`config.mk`:
```
export PLATFORM = sky130hd
export DESIGN_NAME = sloop_switch
export DESIGN_NICKNAME = d
export VERILOG_FILES = /design/src/pkg/sloop_pkg.sv /design/src/design/sloop_switch.sv
export SDC_FILE = /design/constraint.sdc
export NUM_CORES = 1
export LEC_CHECK = 0
export BUFFER_PORTS_ARGS = -buffer_cell sky130_fd_sc_hd__buf_4
export CAP_MARGIN = 10
export CORE_ASPECT_RATIO = 1.2
export CORE_MARGIN = 3
export CORE_UTILIZATION = 25
export CTS_BUF_LIST = sky130_fd_sc_hd__clkbuf_16
export CTS_CLUSTER_SIZE = 12
export DETAILED_ROUTE_END_ITERATION = 16
export GPL_TIMING_DRIVEN = 0
export SYNTH_ARGS = -nofsm -noshare
export SYNTH_HDL_FRONTEND = slang
export SYNTH_SLANG_ARGS = --single-unit
export TNS_END_PERCENT = 20
```
`constraint.sdc`:
```
create_clock -name SYS_CLK_I -period 5.15 [get_ports SYS_CLK_I]
set_clock_uncertainty 0.2 [all_clocks]
set_input_delay 0.515 -clock SYS_CLK_I [delete_from_list [all_inputs] [get_ports SYS_CLK_I]]
set_output_delay 0.515 -clock SYS_CLK_I [all_outputs]
set_load 0.01 [all_outputs]
```
`src/pkg/sloop_pkg.sv`:
```
// shared constants and types for the test loopback switch
package sloop_pkg;
   // ==========================================================
   // register map (byte addresses)
   localparam logic [3:0] OFS_CMD = 4'h0;
   localparam logic [3:0] OFS_STATUS = 4'h4;
   localparam logic [3:0] OFS_CONFIG = 4'h8;
   localparam int CMD_ARG_POS = 8;
   // ==========================================================
   // command codes, written to OFS_CMD bits 7:0
   localparam logic [7:0] CMD_CLEAR_ALL = 8'h01;
   localparam logic [7:0] CMD_SYS_LOOP1 = 8'h02;
   localparam logic [7:0] CMD_SYS_LOOP2 = 8'h03;
   localparam logic [7:0] CMD_LINE_LOOP1 = 8'h04;
   localparam logic [7:0] CMD_LINE_LOOP2 = 8'h05;
   localparam logic [7:0] CMD_MAP_STRAIGHT = 8'h06;
   localparam logic [7:0] CMD_MAP_SWAP = 8'h07;
   localparam logic [7:0] CMD_B1_ON = 8'h08;
   localparam logic [7:0] CMD_B2_ON = 8'h09;
   localparam logic [7:0] CMD_B1_OFF = 8'h0A;
   localparam logic [7:0] CMD_B2_OFF = 8'h0B;
   localparam logic [7:0] CMD_MODE_NTA = 8'h10;
   localparam logic [7:0] CMD_MODE_NTF = 8'h11;
   localparam logic [7:0] CMD_MODE_TEM = 8'h12;
   localparam logic [7:0] CMD_MODE_TES = 8'h13;
   localparam logic [7:0] CMD_POWER_UP = 8'h20;
   localparam logic [7:0] CMD_POWER_DOWN = 8'h21;
   localparam logic [7:0] CMD_ACT_REQUEST = 8'h22;
   localparam logic [7:0] CMD_MONITOR = 8'h23;
   // ==========================================================
   // framing: B1 (8), B2 (8), D (2) per frame, first bit is MSB
   localparam logic [4:0] FRAME_LAST = 5'h11;
   localparam logic [7:0] IDLE_B = 8'hFF;
   localparam logic [1:0] IDLE_D = 2'h3;
   // ==========================================================
   // types
   typedef enum logic [1:0] {
      MODE_NTA = 2'h0,
      MODE_NTF = 2'h1,
      MODE_TEM = 2'h2,
      MODE_TES = 2'h3
   } mode_t;
   typedef enum logic [4:0] {
      ACT_OFF = 5'h01,
      ACT_UP = 5'h02,
      ACT_PEND = 5'h04,
      ACT_REQ = 5'h08,
      ACT_ON = 5'h10
   } act_t;
   typedef struct packed {
      logic [7:0] b1;
      logic [7:0] b2;
      logic [1:0] d;
   } frame_t;
   typedef struct packed {
      logic sys_loop_first_bchan;
      logic sys_loop_second_bchan;
      logic line_loop_first_bchan;
      logic line_loop_second_bchan;
      logic bchan_swap_map;
      logic first_bchan_on;
      logic second_bchan_on;
   } loop_cfg_t;
   localparam loop_cfg_t CFG_RST = 7'h00;
   localparam mode_t MODE_RST = MODE_NTA;
   localparam frame_t FRAME_IDLE = 18'h3FFFF;
endpackage

```
`src/design/sloop_switch.sv`:
```
// loopback and channel routing switch between serial system port and line port
//
// The address map and the Avalon-MM slave port were left to the implementer.
`timescale 1ns/1ns
module sloop_switch
   import sloop_pkg::*;
(
   // clock and reset
   input wire logic SYS_CLK_I,
   input wire logic RST_N_I,
   // avalon-mm register slave
   input wire logic [3:0] AVS_ADDRESS_I,
   input wire logic AVS_READ_I,
   input wire logic AVS_WRITE_I,
   input wire logic [31:0] AVS_WRITEDATA_I,
   input wire logic [3:0] AVS_BYTEENABLE_I,
   output logic [31:0] AVS_READDATA_O,
   output logic AVS_WAITREQUEST_O,
   // system serial port
   input wire logic BIT_CLK_I,
   input wire logic FRAME_SYNC_ONE_I,
   input wire logic FRAME_SYNC_TWO_I,
   input wire logic SYS_TX_DATA_IN_I,
   output logic SYS_RX_DATA_OUT_O,
   // line port
   input wire logic LINE_RX_IN_I,
   output logic LINE_TX_OUT_O,
   output logic LINE_TX_EN_O,
   output logic ACTIVATION_INDICATION_O
);
   // ==========================================================
   // pin synchronisers and bit clock edge
   logic [4:0] meta_r;
   logic [4:0] sync_r;
   logic bclk_d_r;
   wire [4:0] pins = {BIT_CLK_I, FRAME_SYNC_ONE_I, FRAME_SYNC_TWO_I, SYS_TX_DATA_IN_I, LINE_RX_IN_I};
   wire bclk_rise = sync_r[4] & ~bclk_d_r;
   wire fs_one = sync_r[3];
   wire fs_two = sync_r[2];
   wire sys_bit = sync_r[1];
   wire line_bit = sync_r[0];

   always_ff @(posedge SYS_CLK_I or negedge RST_N_I) begin
      if (!RST_N_I) begin
         meta_r <= 5'h00;
         sync_r <= 5'h00;
         bclk_d_r <= 1'b0;
      end else begin
         meta_r <= pins;
         sync_r <= meta_r;
         bclk_d_r <= sync_r[4];
      end
   end

   // ==========================================================
   // slot counter and frame capture
   logic [4:0] bit_cnt_r;
   logic [16:0] sys_sh_r;
   logic [16:0] line_sh_r;
   frame_t sys_out_r;
   frame_t line_out_r;
   wire [4:0] cnt_inc = (bit_cnt_r == FRAME_LAST) ? 5'h00 : 5'(bit_cnt_r + 5'h01);
   wire [4:0] cur_slot = fs_one ? 5'h00 : cnt_inc;
   wire frame_end = bclk_rise & (cur_slot == FRAME_LAST);
   wire frame_t sys_in = {sys_sh_r, sys_bit};
   wire frame_t line_in = {line_sh_r, line_bit};
   wire [4:0] out_idx = 5'(FRAME_LAST - cur_slot);

   // ==========================================================
   // control state
   loop_cfg_t cfg_r;
   loop_cfg_t cfg_nxt;
   mode_t mode_r;
   mode_t mode_nxt;
   act_t act_r;
   act_t act_nxt;
   logic monitor_r;
   logic monitor_nxt;
   logic skew_r;
   logic wait_r;
   logic [31:0] rdata_r;
   logic sys_rx_r;
   logic line_tx_r;
   logic line_en_r;
   logic ai_r;

   // ==========================================================
   // bus decode
   wire req = AVS_READ_I | AVS_WRITE_I;
   wire commit = AVS_WRITE_I & ~wait_r & (AVS_ADDRESS_I == OFS_CMD) & AVS_BYTEENABLE_I[0];
   wire [7:0] code = AVS_WRITEDATA_I[7:0];
   wire arg = AVS_WRITEDATA_I[CMD_ARG_POS] & AVS_BYTEENABLE_I[1];
   wire do_clear = commit & (code == CMD_CLEAR_ALL);
   wire net_mode = (mode_r == MODE_NTA) | (mode_r == MODE_NTF);
   wire ai = (act_r == ACT_ON);
   wire [31:0] status = {23'h000000, mode_r, skew_r, monitor_r, act_r};
   wire [31:0] rd_nxt = (AVS_ADDRESS_I == OFS_STATUS) ? status :
                        (AVS_ADDRESS_I == OFS_CONFIG) ? {25'h0000000, cfg_r} : 32'h00000000;

   // ==========================================================
   // command decode: each bit moves only on its own code; CMD_CLEAR_ALL also clears the four loop bits and mode codes clear monitor
   always_comb begin
      cfg_nxt = cfg_r;
      mode_nxt = mode_r;
      monitor_nxt = monitor_r;
      if (commit) begin
         case (code)
            CMD_CLEAR_ALL: begin
               cfg_nxt.sys_loop_first_bchan = 1'b0;
               cfg_nxt.sys_loop_second_bchan = 1'b0;
               cfg_nxt.line_loop_first_bchan = 1'b0;
               cfg_nxt.line_loop_second_bchan = 1'b0;
            end
            CMD_SYS_LOOP1: cfg_nxt.sys_loop_first_bchan = arg;
            CMD_SYS_LOOP2: cfg_nxt.sys_loop_second_bchan = arg;
            CMD_LINE_LOOP1: cfg_nxt.line_loop_first_bchan = arg;
            CMD_LINE_LOOP2: cfg_nxt.line_loop_second_bchan = arg;
            CMD_MAP_STRAIGHT: cfg_nxt.bchan_swap_map = 1'b0;
            CMD_MAP_SWAP: cfg_nxt.bchan_swap_map = 1'b1;
            CMD_B1_ON: cfg_nxt.first_bchan_on = 1'b1;
            CMD_B2_ON: cfg_nxt.second_bchan_on = 1'b1;
            CMD_B1_OFF: cfg_nxt.first_bchan_on = 1'b0;
            CMD_B2_OFF: cfg_nxt.second_bchan_on = 1'b0;
            CMD_MODE_NTA: begin
               mode_nxt = MODE_NTA;
               monitor_nxt = 1'b0;
            end
            CMD_MODE_NTF: begin
               mode_nxt = MODE_NTF;
               monitor_nxt = 1'b0;
            end
            CMD_MODE_TEM: begin
               mode_nxt = MODE_TEM;
               monitor_nxt = 1'b0;
            end
            CMD_MODE_TES: begin
               mode_nxt = MODE_TES;
               monitor_nxt = 1'b0;
            end
            CMD_MONITOR: monitor_nxt = (mode_r == MODE_TEM);
            default: cfg_nxt = cfg_r;
         endcase
      end
   end

   // ==========================================================
   // activation sequence, one step per frame once requested
   always_comb begin
      act_nxt = act_r;
      case (act_r)
         ACT_OFF: if (commit && code == CMD_POWER_UP) act_nxt = ACT_UP;
         ACT_UP: begin
            if (commit && code == CMD_ACT_REQUEST && net_mode) begin
               act_nxt = ACT_PEND;
            end else if (monitor_r && frame_end) begin
               act_nxt = ACT_PEND;
            end
         end
         ACT_PEND: if (frame_end) act_nxt = ACT_REQ;
         ACT_REQ: if (frame_end) act_nxt = ACT_ON;
         ACT_ON: act_nxt = ACT_ON;
         default: act_nxt = ACT_OFF;
      endcase
      if (commit && code == CMD_POWER_DOWN) act_nxt = ACT_OFF;
   end

   // ==========================================================
   // switch matrix
   function automatic logic [7:0] gate_b(input logic pass, input logic [7:0] data);
      return pass ? data : IDLE_B;
   endfunction

   wire swap = cfg_r.bchan_swap_map;
   wire en1 = cfg_r.first_bchan_on;
   wire en2 = cfg_r.second_bchan_on;
   // line B1/B2 belong to system channel swap?2:1 / swap?1:2
   wire l1_en = swap ? en2 : en1;
   wire l2_en = swap ? en1 : en2;
   wire [7:0] sys_for_l1 = swap ? sys_in.b2 : sys_in.b1;
   wire [7:0] sys_for_l2 = swap ? sys_in.b1 : sys_in.b2;
   wire [7:0] line_for_s1 = swap ? line_in.b2 : line_in.b1;
   wire [7:0] line_for_s2 = swap ? line_in.b1 : line_in.b2;
   wire [7:0] s1_nxt = cfg_r.sys_loop_first_bchan ? gate_b(en1, sys_in.b1) : gate_b(ai & en1, line_for_s1);
   wire [7:0] s2_nxt = cfg_r.sys_loop_second_bchan ? gate_b(en2, sys_in.b2) : gate_b(ai & en2, line_for_s2);
   wire [7:0] l1_nxt = gate_b(ai & l1_en, cfg_r.line_loop_first_bchan ? line_in.b1 : sys_for_l1);
   wire [7:0] l2_nxt = gate_b(ai & l2_en, cfg_r.line_loop_second_bchan ? line_in.b2 : sys_for_l2);
   wire [1:0] sd_nxt = ai ? line_in.d : IDLE_D;
   wire [1:0] ld_nxt = ai ? sys_in.d : IDLE_D;
   wire frame_t sys_frame_nxt = {s1_nxt, s2_nxt, sd_nxt};
   wire frame_t line_frame_nxt = monitor_r ? FRAME_IDLE : {l1_nxt, l2_nxt, ld_nxt};

   // ==========================================================
   // registers
   always_ff @(posedge SYS_CLK_I or negedge RST_N_I) begin
      if (!RST_N_I) begin
         cfg_r <= CFG_RST;
         mode_r <= MODE_RST;
         act_r <= ACT_OFF;
         monitor_r <= 1'b0;
         skew_r <= 1'b0;
         wait_r <= 1'b1;
         rdata_r <= 32'h00000000;
      end else begin
         cfg_r <= cfg_nxt;
         mode_r <= mode_nxt;
         act_r <= act_nxt;
         monitor_r <= monitor_nxt;
         skew_r <= (bclk_rise & (fs_one != fs_two)) | (skew_r & ~do_clear);
         wait_r <= ~(req & wait_r);
         if (req & wait_r) rdata_r <= rd_nxt;
      end
   end

   always_ff @(posedge SYS_CLK_I or negedge RST_N_I) begin
      if (!RST_N_I) begin
         bit_cnt_r <= FRAME_LAST;
         sys_sh_r <= 17'h1FFFF;
         line_sh_r <= 17'h1FFFF;
         sys_out_r <= FRAME_IDLE;
         line_out_r <= FRAME_IDLE;
         sys_rx_r <= 1'b1;
         line_tx_r <= 1'b1;
      end else if (bclk_rise) begin
         bit_cnt_r <= cur_slot;
         sys_sh_r <= {sys_sh_r[15:0], sys_bit};
         line_sh_r <= {line_sh_r[15:0], line_bit};
         sys_rx_r <= sys_out_r[out_idx];
         line_tx_r <= line_out_r[out_idx];
         if (frame_end) begin
            sys_out_r <= sys_frame_nxt;
            line_out_r <= line_frame_nxt;
         end
      end
   end

   always_ff @(posedge SYS_CLK_I or negedge RST_N_I) begin
      if (!RST_N_I) begin
         line_en_r <= 1'b0;
         ai_r <= 1'b0;
      end else begin
         line_en_r <= ~monitor_r & (act_r != ACT_OFF);
         ai_r <= ai;
      end
   end

   assign AVS_READDATA_O = rdata_r;
   assign AVS_WAITREQUEST_O = wait_r;
   assign SYS_RX_DATA_OUT_O = sys_rx_r;
   assign LINE_TX_OUT_O = line_tx_r;
   assign LINE_TX_EN_O = line_en_r;
   assign ACTIVATION_INDICATION_O = ai_r;

   // ==========================================================
   // checks
   logic cmd_seen_r;
   always_ff @(posedge SYS_CLK_I or negedge RST_N_I) begin
      if (!RST_N_I) cmd_seen_r <= 1'b0;
      else if (commit) cmd_seen_r <= 1'b1;
   end

   a_reset_loops_clear: assert property (@(posedge SYS_CLK_I) disable iff (!RST_N_I)
      !cmd_seen_r |-> (cfg_r == CFG_RST)) else $error("loop state not clear before any command");
   a_clear_all_loops: assert property (@(posedge SYS_CLK_I) disable iff (!RST_N_I)
      do_clear |=> !(cfg_r.sys_loop_first_bchan | cfg_r.sys_loop_second_bchan
                     | cfg_r.line_loop_first_bchan | cfg_r.line_loop_second_bchan))
      else $error("clear-all left a loop set");
   a_own_cmd_only: assert property (@(posedge SYS_CLK_I) disable iff (!RST_N_I)
      $changed(cfg_r.sys_loop_first_bchan) |-> $past(commit && (code == CMD_SYS_LOOP1 || code == CMD_CLEAR_ALL)))
      else $error("system loop one changed without its command");
   a_sys_loop_one: assert property (@(posedge SYS_CLK_I) disable iff (!RST_N_I)
      frame_end && cfg_r.sys_loop_first_bchan && en1 |=> sys_out_r.b1 == $past(sys_in.b1))
      else $error("system loop one did not return system data");
   a_line_loop_one: assert property (@(posedge SYS_CLK_I) disable iff (!RST_N_I)
      frame_end && ai && !monitor_r && cfg_r.line_loop_first_bchan && l1_en |=> line_out_r.b1 == $past(line_in.b1))
      else $error("line loop one did not return line data");
   a_d_never_looped: assert property (@(posedge SYS_CLK_I) disable iff (!RST_N_I)
      frame_end && ai && !monitor_r |=> line_out_r.d == $past(sys_in.d))
      else $error("line D did not come from system side");
   a_gate_inactive: assert property (@(posedge SYS_CLK_I) disable iff (!RST_N_I)
      frame_end && !ai |=> (line_out_r == FRAME_IDLE) && (sys_out_r.d == IDLE_D))
      else $error("data crossed while not activated");
   a_swap_map_b1: assert property (@(posedge SYS_CLK_I) disable iff (!RST_N_I)
      frame_end && ai && swap && en1 && !cfg_r.sys_loop_first_bchan |=> sys_out_r.b1 == $past(line_in.b2))
      else $error("swap map did not route line B2 to system B1");
   a_act_steps: assert property (@(posedge SYS_CLK_I) disable iff (!RST_N_I)
      (act_r == ACT_PEND) && frame_end && !commit |=> (act_r == ACT_REQ))
      else $error("pending did not advance to request at frame end");
   a_monitor_tx_off: assert property (@(posedge SYS_CLK_I) disable iff (!RST_N_I)
      monitor_r [*2] |-> !LINE_TX_EN_O) else $error("transmitter driven in monitor mode");
endmodule // sloop_switch

```
=== Yosys cells after proc, flatten, opt, wreduce, memory -nomap -nowiden ===
Cells that the tools add are included.

* Input bits: 49
* Register bits after elaboration: 139

* Add/subtract/negate cells: 2
* Bitwise gates (word level): 23
* Reduce and logical (&&, ||, !) cells: 28
* $lt $le $gt $ge: 1
* Equal/unequal tests: 36
* Multiplexer cells: 43

{| class="wikitable"
|+ Operators with widths
! kind !! count
|-
| 8-bit two-way mux || 14
|-
| 5-bit two-way mux || 8
|-
| 8-bit by 3-bit == test with 1-bit output (second input constant) || 4
|-
| 8-bit by 4-bit == test with 1-bit output (second input constant) || 4
|-
| 8-bit by 5-bit == test with 1-bit output (second input constant) || 4
|-
| 8-bit by 6-bit == test with 1-bit output (second input constant) || 4
|-
| 5-bit one-hot mux with 5 select lines || 1
|-
| 2-bit AND reduction || 10
|-
| 18-bit two-way mux || 1
|-
| 8-bit by 2-bit == test with 1-bit output (second input constant) || 2
|-
| 1-bit one-hot mux with 2 select lines || 8
|-
| 2-bit nonzero test || 8
|-
| 1-bit bitwise AND || 15
|-
| 5-bit == test (second input constant) || 3
|-
| 1-bit binary-select mux with 5-bit select || 2
|-
| 9-bit two-way mux || 1
|-
| 3-bit inequality test (second input constant) || 3
|-
| 8-bit by 1-bit == test with 1-bit output (second input constant) || 1
|-
| 2-bit one-hot mux with 4 select lines || 1
|-
| 7-bit two-way mux || 1
|-
| 5-bit by 6-bit < comparator with 1-bit output (second input constant) || 1
|-
| 5-bit by 1-bit adder with 5-bit output (second input constant) || 1
|-
| 5-bit by 1-bit == test with 1-bit output (second input constant) || 1
|-
| 5-bit by 2-bit == test with 1-bit output (second input constant) || 1
|-
| 20 further kinds || 34
|}

=== Logic depth before layout (Yosys ltp) ===
Gate-level depths: netlist of run 1.

* Depth in word-level cells: 10
* Gate-level depth with buffers: 13
* Gate-level depth less buffers: 12

=== Least setup slack after synthesis of run 1 ===
OpenSTA, ideal clock, no wires.

* Path kind: reg2reg
* Start point: reg bit_cnt_r[0]
* End point: reg sys_rx_r, in the netlist SYS_RX_DATA_OUT_O
* Arrival time: 2.745 ns
* Clock period less this slack: 3.025 ns
* Cell stages (with the launch flop): 12
* Setup slack: 2.125 ns
* Path buffers: 1
* Cells stage by stage: dfstp_2 ha_1 nor3_4 inv_4 ha_1 buf_2 inv_1 a21oi_1 a211o_1 a32o_1 mux2_2 o221ai_2

* Word-level cells in the longest chain between the ends: 6
* Elaborated cells on any way between the ends: 7

{| class="wikitable"
|+ Ends and longest elaborated chain
! what !! line !! text
|-
| from (decl) || sloop_switch.sv:57 || <nowiki>logic [4:0] bit_cnt_r;</nowiki>
|-
| from (signal assigned) || sloop_switch.sv:224 || <nowiki>bit_cnt_r <= cur_slot;</nowiki>
|-
| 5-bit by 1-bit adder with 5-bit output / 5-bit == test (equally long branches) || sloop_switch.sv:62 || <nowiki>wire [4:0] cnt_inc = (bit_cnt_r == FRAME_LAST) ? 5'h00 : 5'(bit_cnt_r + 5'h01);</nowiki>
|-
| 5-bit two-way mux * || sloop_switch.sv:62 ||
|-
| 5-bit two-way mux * || sloop_switch.sv:63 || <nowiki>wire [4:0] cur_slot = fs_one ? 5'h00 : cnt_inc;</nowiki>
|-
| 5-bit subtractor * || sloop_switch.sv:67 || <nowiki>wire [4:0] out_idx = 5'(FRAME_LAST - cur_slot);</nowiki>
|-
| 1-bit binary-select mux with 5-bit select * || sloop_switch.sv:227 || <nowiki>sys_rx_r <= sys_out_r[out_idx];</nowiki>
|-
| 1-bit two-way mux (not written as such) * || sloop_switch.sv:227 ||
|-
| to (signal assigned) || sloop_switch.sv:227 ||
|-
| to (decl) || sloop_switch.sv:82 || <nowiki>logic sys_rx_r;</nowiki>
|}

Mark *: on every way between the ends. The rest lies on a longest branch, timed or not. The select of a mux whose other input is x is not followed.
A chain may end at the register's enable or synchronous reset.

=== Worst setup path in the final report of run 1 ===
Same ends and word-level chain as after synthesis.

==> run summary, run 1 <==
Sequential fraction of the synthesis area = 47.16%
CTS tree = done
Die area = 27390 um2
Crit Path Max Fanout = 10
Antenna Nets Post-Route = 0
Cts hold-fix bufs = 6
Count of maximum capacitance violations = 0
Vias per inst = 4.606
Synthesized area per cell = 9.574 um2
Share of layout cells above drive strength 1 = 30.58%
Drt wl/cell = 15.18 um
H-Tree Depth = 4
Area Growth Syn to Fin = 22.38%
Status = finished clean
Clk sink count = 116
Period utilisation layout = 66.62%
DRT iter0 DRCs = 342
Routed vias = 5007
Setup slack after layout = 1.719 ns
Top post-synthesis cells by area = dfstp_2 (31%), dfrtp_1 (16%), nand2_1 (9.4%)
# rows = 63
Initial antenna violation count = 0
Count of pins over their slew limit = 0
Setup TNS = 0 ns
Final hold viol count = 0
Largest net degree at the start of global routing = 78
Flops & latches, synth = 116
Worst setup SP type = flip-flop
Post-synth EDFFs = 0
Worst-path clk slew = 0.06 ns
Setup violators final = 0
RSZ-0062 raised after global routing = false
Total wire length = 16.50 mm
Io pins = 86
Core ar. = 24830 um2
Clock tree buffer depth = 2
Fin nets = 801
Mapped cell area = 6357 um2
Leak = 0.003292 uW
Power Density = 370.5 nW/um2
CP required = 5.29 ns
VDD IR-drop max = 0.0001917 V
PortBufs = 36
Clk_lat worst skew = 0.42 ns
Worst Tran Pin Value = 1.082 ns
GPL Wtd Cong = 0.8680
Antenna diodes = 0
First-pass GRT wire length = 27.17 mm
Place WS = 1.791 ns
Worst Setup End Kind = flip-flop
DP HPWL = 12.09 mm
Congestion Overflow GR = 0
Worst Path Arrival = 3.57 ns
Top cell type's share of synthesized area = 31.41%
Ys flop type = dfstp_2
Die Wd = 151.6 um
Warnings from Yosys = 0
CP Class = reg -> reg
GRT Overall Usage = 12.59%
Initial Utilization = 25.60%
Root buf cell = clkbuf_16
TritonCTS buffer count = 17
Synth cell types = 69
# Post-CTS Setup Buffers = 0
Hold Crit Class = reg -> reg
Chip Height = 180.7 um
Ys async rst share = 100.0%
DRT Pass-1 Iters = 5
Post_cts resized = 0
Drc violations = 0
Max-slew headroom = 27.32%
Final min period = 3.431 ns
Fmax = 291.5 MHz
Largest area contributor in the netlist = dfstp_2
Mapped Cells = 664
Vias in the first global route = 5094
[sequential cells by signal, summed over array words and instances (netlist names), 5 cells and up]
signal / flops
line_sh_r: 17
meta_r: 5
sys_out_r: 18
sys_sh_r: 17
act_r: 5
AVS_READDATA_O: 9
bit_cnt_r: 5
line_out_r: 18
sync_r: 5
[cell type report]
class | instances | area, um2
fill | 2579 | 17050
multi-input combinational | 494 | 3028
sequential | 116 | 2998
clock buffer | 17 | 425.4
tap | 325 | 406.6
buffer | 66 | 374.1
timing repair buffer | 44 | 366.6
clock inverter | 15 | 141.4
inverter | 10 | 40.04
[placed cells by master, fill, tap and decap left out, types with 6 or more instances in the layout]
master,n
a31oi_1,33
nor2_1,49
mux2i_1,47
dfrtp_1,40
o21ai_0,27
inv_1,8
buf_2,11
clkbuf_16,17
clkbuf_1,23
buf_4,59
clkinv_2,7
nand2b_1,6
nand2_1,160
mux2_2,26
a22oi_1,7
conb_1,23
dfstp_2,76
a21oi_1,8
o22ai_1,16
nor3_1,8
dlygate4sd3_1,6
[report_power, final]
part | switching (uW) | internal [uW]
sequential | 111 | 1040
clock | 425 | 703
combinational | 332 | 269
[stage by stage]
| stage | instance area [um2] | power, uW | instances | utilization [%] | hold WS (ns) |
|---|---|---|---|---|---|
| detailed placement | 7148 | 1759 | 1048 | 28.79 | 0.1396 |
| CTS | 7775 | 2905 | 1086 | 31.31 | 0.1527 |
| finish | 7780 | 2883 | 1087 | 31.33 | 0.1479 |
| floorplan | 6440 | 1563 | 686 | - | 0.01941 |
| global route | 7780 | 3033 | 1087 | 31.33 | 0.1626 |
| global placement | 7117 | 1748 | 1047 | 28.66 | 0.1342 |
[Yosys cell counts (6+ instances only)]
| cell type | instances |
|---|---|
| mux2i_1 | 47 |
| inv_1 | 8 |
| buf_4 | 24 |
| a22oi_1 | 7 |
| o21ai_0 | 27 |
| buf_2 | 11 |
| dfrtp_1 | 40 |
| nor2_1 | 49 |
| dfstp_2 | 76 |
| a21oi_1 | 8 |
| a31oi_1 | 33 |
| nand2_1 | 160 |
| mux2_2 | 26 |
| nand2b_1 | 6 |
| clkbuf_1 | 23 |
| o22ai_1 | 16 |
| nor3_1 | 8 |
[logic make-up after synthesis]
kind of cell               synth area share [%]
AOI/OAI and AO/OA                         12.14
xor gates and xnor gates                  1.102
adders and majority gates                0.5905
buffers and inverters                     6.514
DFF                                       47.16
muxes                                     12.83
other                                   0.05899
and+or+nand+nor                           19.60
[final timing paths]
kind | from | cells past startpoint | endpoint | slack (ns)
worst max-delay path | bit_cnt_r[0] | 11 | SYS_RX_DATA_OUT_O | 1.72
worst min-delay path | meta_r[0] | 0 | sync_r[0] | 0.15
worst min register to register | meta_r[0] | 0 | sync_r[0] | 0.15
worst max register to register | bit_cnt_r[0] | 11 | SYS_RX_DATA_OUT_O | 1.72
max in group asynchronous | RST_N_I | 3 | sys_out_r[0] | 3.66
min in group asynchronous | RST_N_I | 2 | AVS_READDATA_O[7] | 0.36
[critical path: stages (launching register included)]
cell and delay (ns):
dfstp_2 0.65, ha_1 0.34, nor3_4 0.34, inv_4 0.12, ha_1 0.29, buf_2 0.26
inv_1 0.13, a2111oi_1 0.45, a211o_1 0.16, a32o_1 0.14, mux2_2 0.17, o221ai_2 0.09
[routing by layer]
metal,vias up,routed length [um],track usage (%),share of wire [%]
li1,2442,-,-,-
met1,2420,7289,16.01,44
met2,110,8061,20.50,49
met3,35,672,2.642,4.1
met4,0,479,5.466,2.9
met5,-,0,0,0
Power figures use the tool's default switching activity.
==> run 2: changes to the inputs <==
==> constraint.sdc (replaced) <==
create_clock -name SYS_CLK_I -period 3 [get_ports SYS_CLK_I]
set_clock_uncertainty 0.2 [all_clocks]
set_input_delay 0.3 -clock SYS_CLK_I [delete_from_list [all_inputs] [get_ports SYS_CLK_I]]
set_output_delay 0.3 -clock SYS_CLK_I [all_outputs]
set_load 0.01 [all_outputs]
==> run 2 against run 1 <==
Flip-flop and latch count is the same. Die area unchanged. Sequential power up 71%. First-iteration DRC count shrank 9.6%. Core utilization increased by 0.78 points. Critical path type unchanged. Largest power group is now the clock network.
==> run summary, run 2 (synthesis results as in run 1) <==
Count of pins over their slew limit = 0 (unchanged)
Area Growth Syn to Fin = 25.43%
Worst setup SP type = flip-flop
Final hold viol count = 0 (unchanged)
R2R Setup Slk = 0.07 ns (-1.64 ns)
Die area = 27390 um2 (unchanged)
Regs by FF count = line_out_r (18), sys_out_r (18)
Total wire length = 16.95 mm (+2.7%)
Congestion Overflow GR = 0 (unchanged)
Fin nets = 815 (+1.7%)
Drt wl/cell = 15.40 um (+1.4%)
Clock power share = 39.8% (+0.7 points)
Worst Tran Pin Value = 1.128 ns (+0.04595 ns)
Die Wd = 151.6 um (unchanged)
Power Density = 647.0 nW/um2 (+75%)
Vias in the first global route = 5035 (-1.2%)
Switching pwr = 1514 uW (+74%)
Worst-path cell chain = ha_4 -> and4bb_4 -> nor2_2 -> nand2_1 -> ha_4 -> buf_6 -> buf_4 -> mux4_2 -> nand2_1 -> a32o_2 -> mux2_2 -> o221ai_2
Leak = 0.003393 uW (+3.1%)
CP max-delay cell = dfstp_2
Placed Cells incl. Taps = 1048 (unchanged)
TritonCTS buffer count = 17 (unchanged)
Max-slew headroom = 24.23% (-3.1 points)
Initial Utilization = 25.60% (unchanged)
Drc violations = 0 (unchanged)
Clock tree buffer depth = 2 (unchanged)
Crit-path leading delay family = flip-flops
Setup TNS = 0 ns (unchanged)
Sw Share = 29.34% (-0.80 points)
GPL Wtd Cong = 0.8526 (-1.8%)
DRT Pass-1 Iters = 4 (-1)
Worst Setup End Kind = flip-flop
Setup violators final = 0 (unchanged)
Placed inst area = 7148 um2 (unchanged)
CP Class = reg -> reg
Io pins = 86 (unchanged)
Commonest non-fill, non-tap cell in the layout = nand2_1
Vias per inst = 4.640 (+0.74%)
Worst Path Buf+Inv = 2 (-1)
Routed vias = 5109 (+2.0%)
Worst-path clk slew = 0.05 ns (about the same)
Gate power share = 21.9% (+1.0 points)
Count of maximum capacitance violations = 0 (unchanged)
CP required = 3.13 ns (-2.16 ns)
Antenna diodes = 0 (unchanged)
Clk_lat worst skew = 0.42 ns (about the same)
Period utilisation layout = 97.51% (+31 points)
GRT Overall Usage = 12.62% (+0.032 points)
Status = finished clean
Most frequent cells in the layout = nand2_1 (160), dfstp_2 (76), buf_4 (73)
First-pass GRT wire length = 27.14 mm (about the same)
Chip Height = 180.7 um (unchanged)
Post-layout util = 32.11% (+0.78 points)
Root buf cell = clkbuf_16
VDD IR-drop max = 0.0004028 V (+110%)
Antenna Nets Post-Route = 0 (unchanged)
Worst Path Arrival = 3.06 ns (-0.51 ns)
Largest net degree at the start of global routing = 76 (-2.6%)
H-Tree Depth = 4 (unchanged)
Internal cell power = 3646 uW (+81%)
Design area = 7974 um2 (+2.5%)
Core ar. = 24830 um2 (unchanged)
CTS tree = done
Sequential share of power = 38.3% (-1.7 points)
Worst stage delay on the critical path = 0.58 ns (-0.07 ns)
DP HPWL = 12.10 mm (about the same)
Layout Cells excl Fill = 1101 (+1.3%)
Fmax = 341.9 MHz (+17%)
Clk sink count = 116 (unchanged)
Hold Crit Class = in -> reg
Overall power = 5159 uW (+79%)
# rows = 63 (unchanged)
PortBufs = 36 (unchanged)
Final min period = 2.925 ns (-0.5056 ns)
Initial antenna violation count = 0 (unchanged)
Crit Path Max Fanout = 7 (-3)
DRT iter0 DRCs = 309 (-9.6%)
Share of layout cells above drive strength 1 = 32.09% (+1.5 points)
## run 2: cell types whose count changed in the layout (fill, tap and decap cells not counted), moves of 2 or more
cell,delta
buf_6,+2
buf_4,+14
clkinv_1,+4
ha_4,+3
clkinv_2,-4
ha_1,-3
clkinvlp_4,-3
buf_2,-2
## run 2: repair_timing
item	CTS	global route
hold endpoints to repair	46	0
pin swaps	1	7
hold buffers	6	0
buffers inserted	4	10
endpoints found under the setup margin	41	39
resized for setup	5	13
## run 2: worst reg2reg max path, stage by stage (launching register included)
cell	delay, ns
dfstp_2	0.58
ha_4	0.15
and4bb_4	0.29
nor2_2	0.06
nand2_1	0.13
ha_4	0.21
buf_6	0.13
buf_4	0.15
mux4_2	0.21
nand2_1	0.05
a32o_2	0.23
mux2_2	0.28
o221ai_2	0.18
## run 2: power groups by stage
stage	logic [uW]	clock network (uW)	registers, uW
2_1_floorplan	754	0	1930
3_3_place_gp	1010	0	1990
3_5_place_dp	1020	0	2000
4_1_cts	1070	2080	1970
5_1_grt	1250	2160	2000
6_report	1130	2050	1970
## run 2: routing by layer
metal / GRT usage [%] / routed length [um]
met5: 0 / 0
met4: 5.825 / 420
met3: 2.491 / 742
met2: 20.36 / 8360
met1: 16.18 / 7426
## run 2: worst paths after layout
path	startpoint	endpoint	cells after the start
max	bit_cnt_r[0]	SYS_RX_DATA_OUT_O	12
min	AVS_WRITEDATA_I[3]	cfg_r[5]	3
max reg2reg	bit_cnt_r[0]	SYS_RX_DATA_OUT_O	12
min reg2reg	meta_r[1]	sync_r[1]	0
max in group asynchronous	RST_N_I	bit_cnt_r[0]	3
min in group asynchronous	RST_N_I	AVS_READDATA_O[7]	2
## run 2: area by class of cell
cell class                 count  area [um2]
timing repair buffer          58       475.5
sequential                   116        2998
clock buffer                  18       450.4
clock inverter                14       142.6
fill                        2540       16860
inverter                      10       42.54
buffer                        66       384.1
tap                          325       406.6
multi-input combinational    494        3074
## run 2: metrics by stage
step                      hold WS [ns]  worst slack (ns)
final                          0.03987           0.07480
after global routing           0.04843        -0.0008999
after floorplan                -0.1956          0.008209
after detailed placement       0.03913           -0.3257
after global placement          0.1343           -0.3042
after CTS                      0.02846          -0.01271
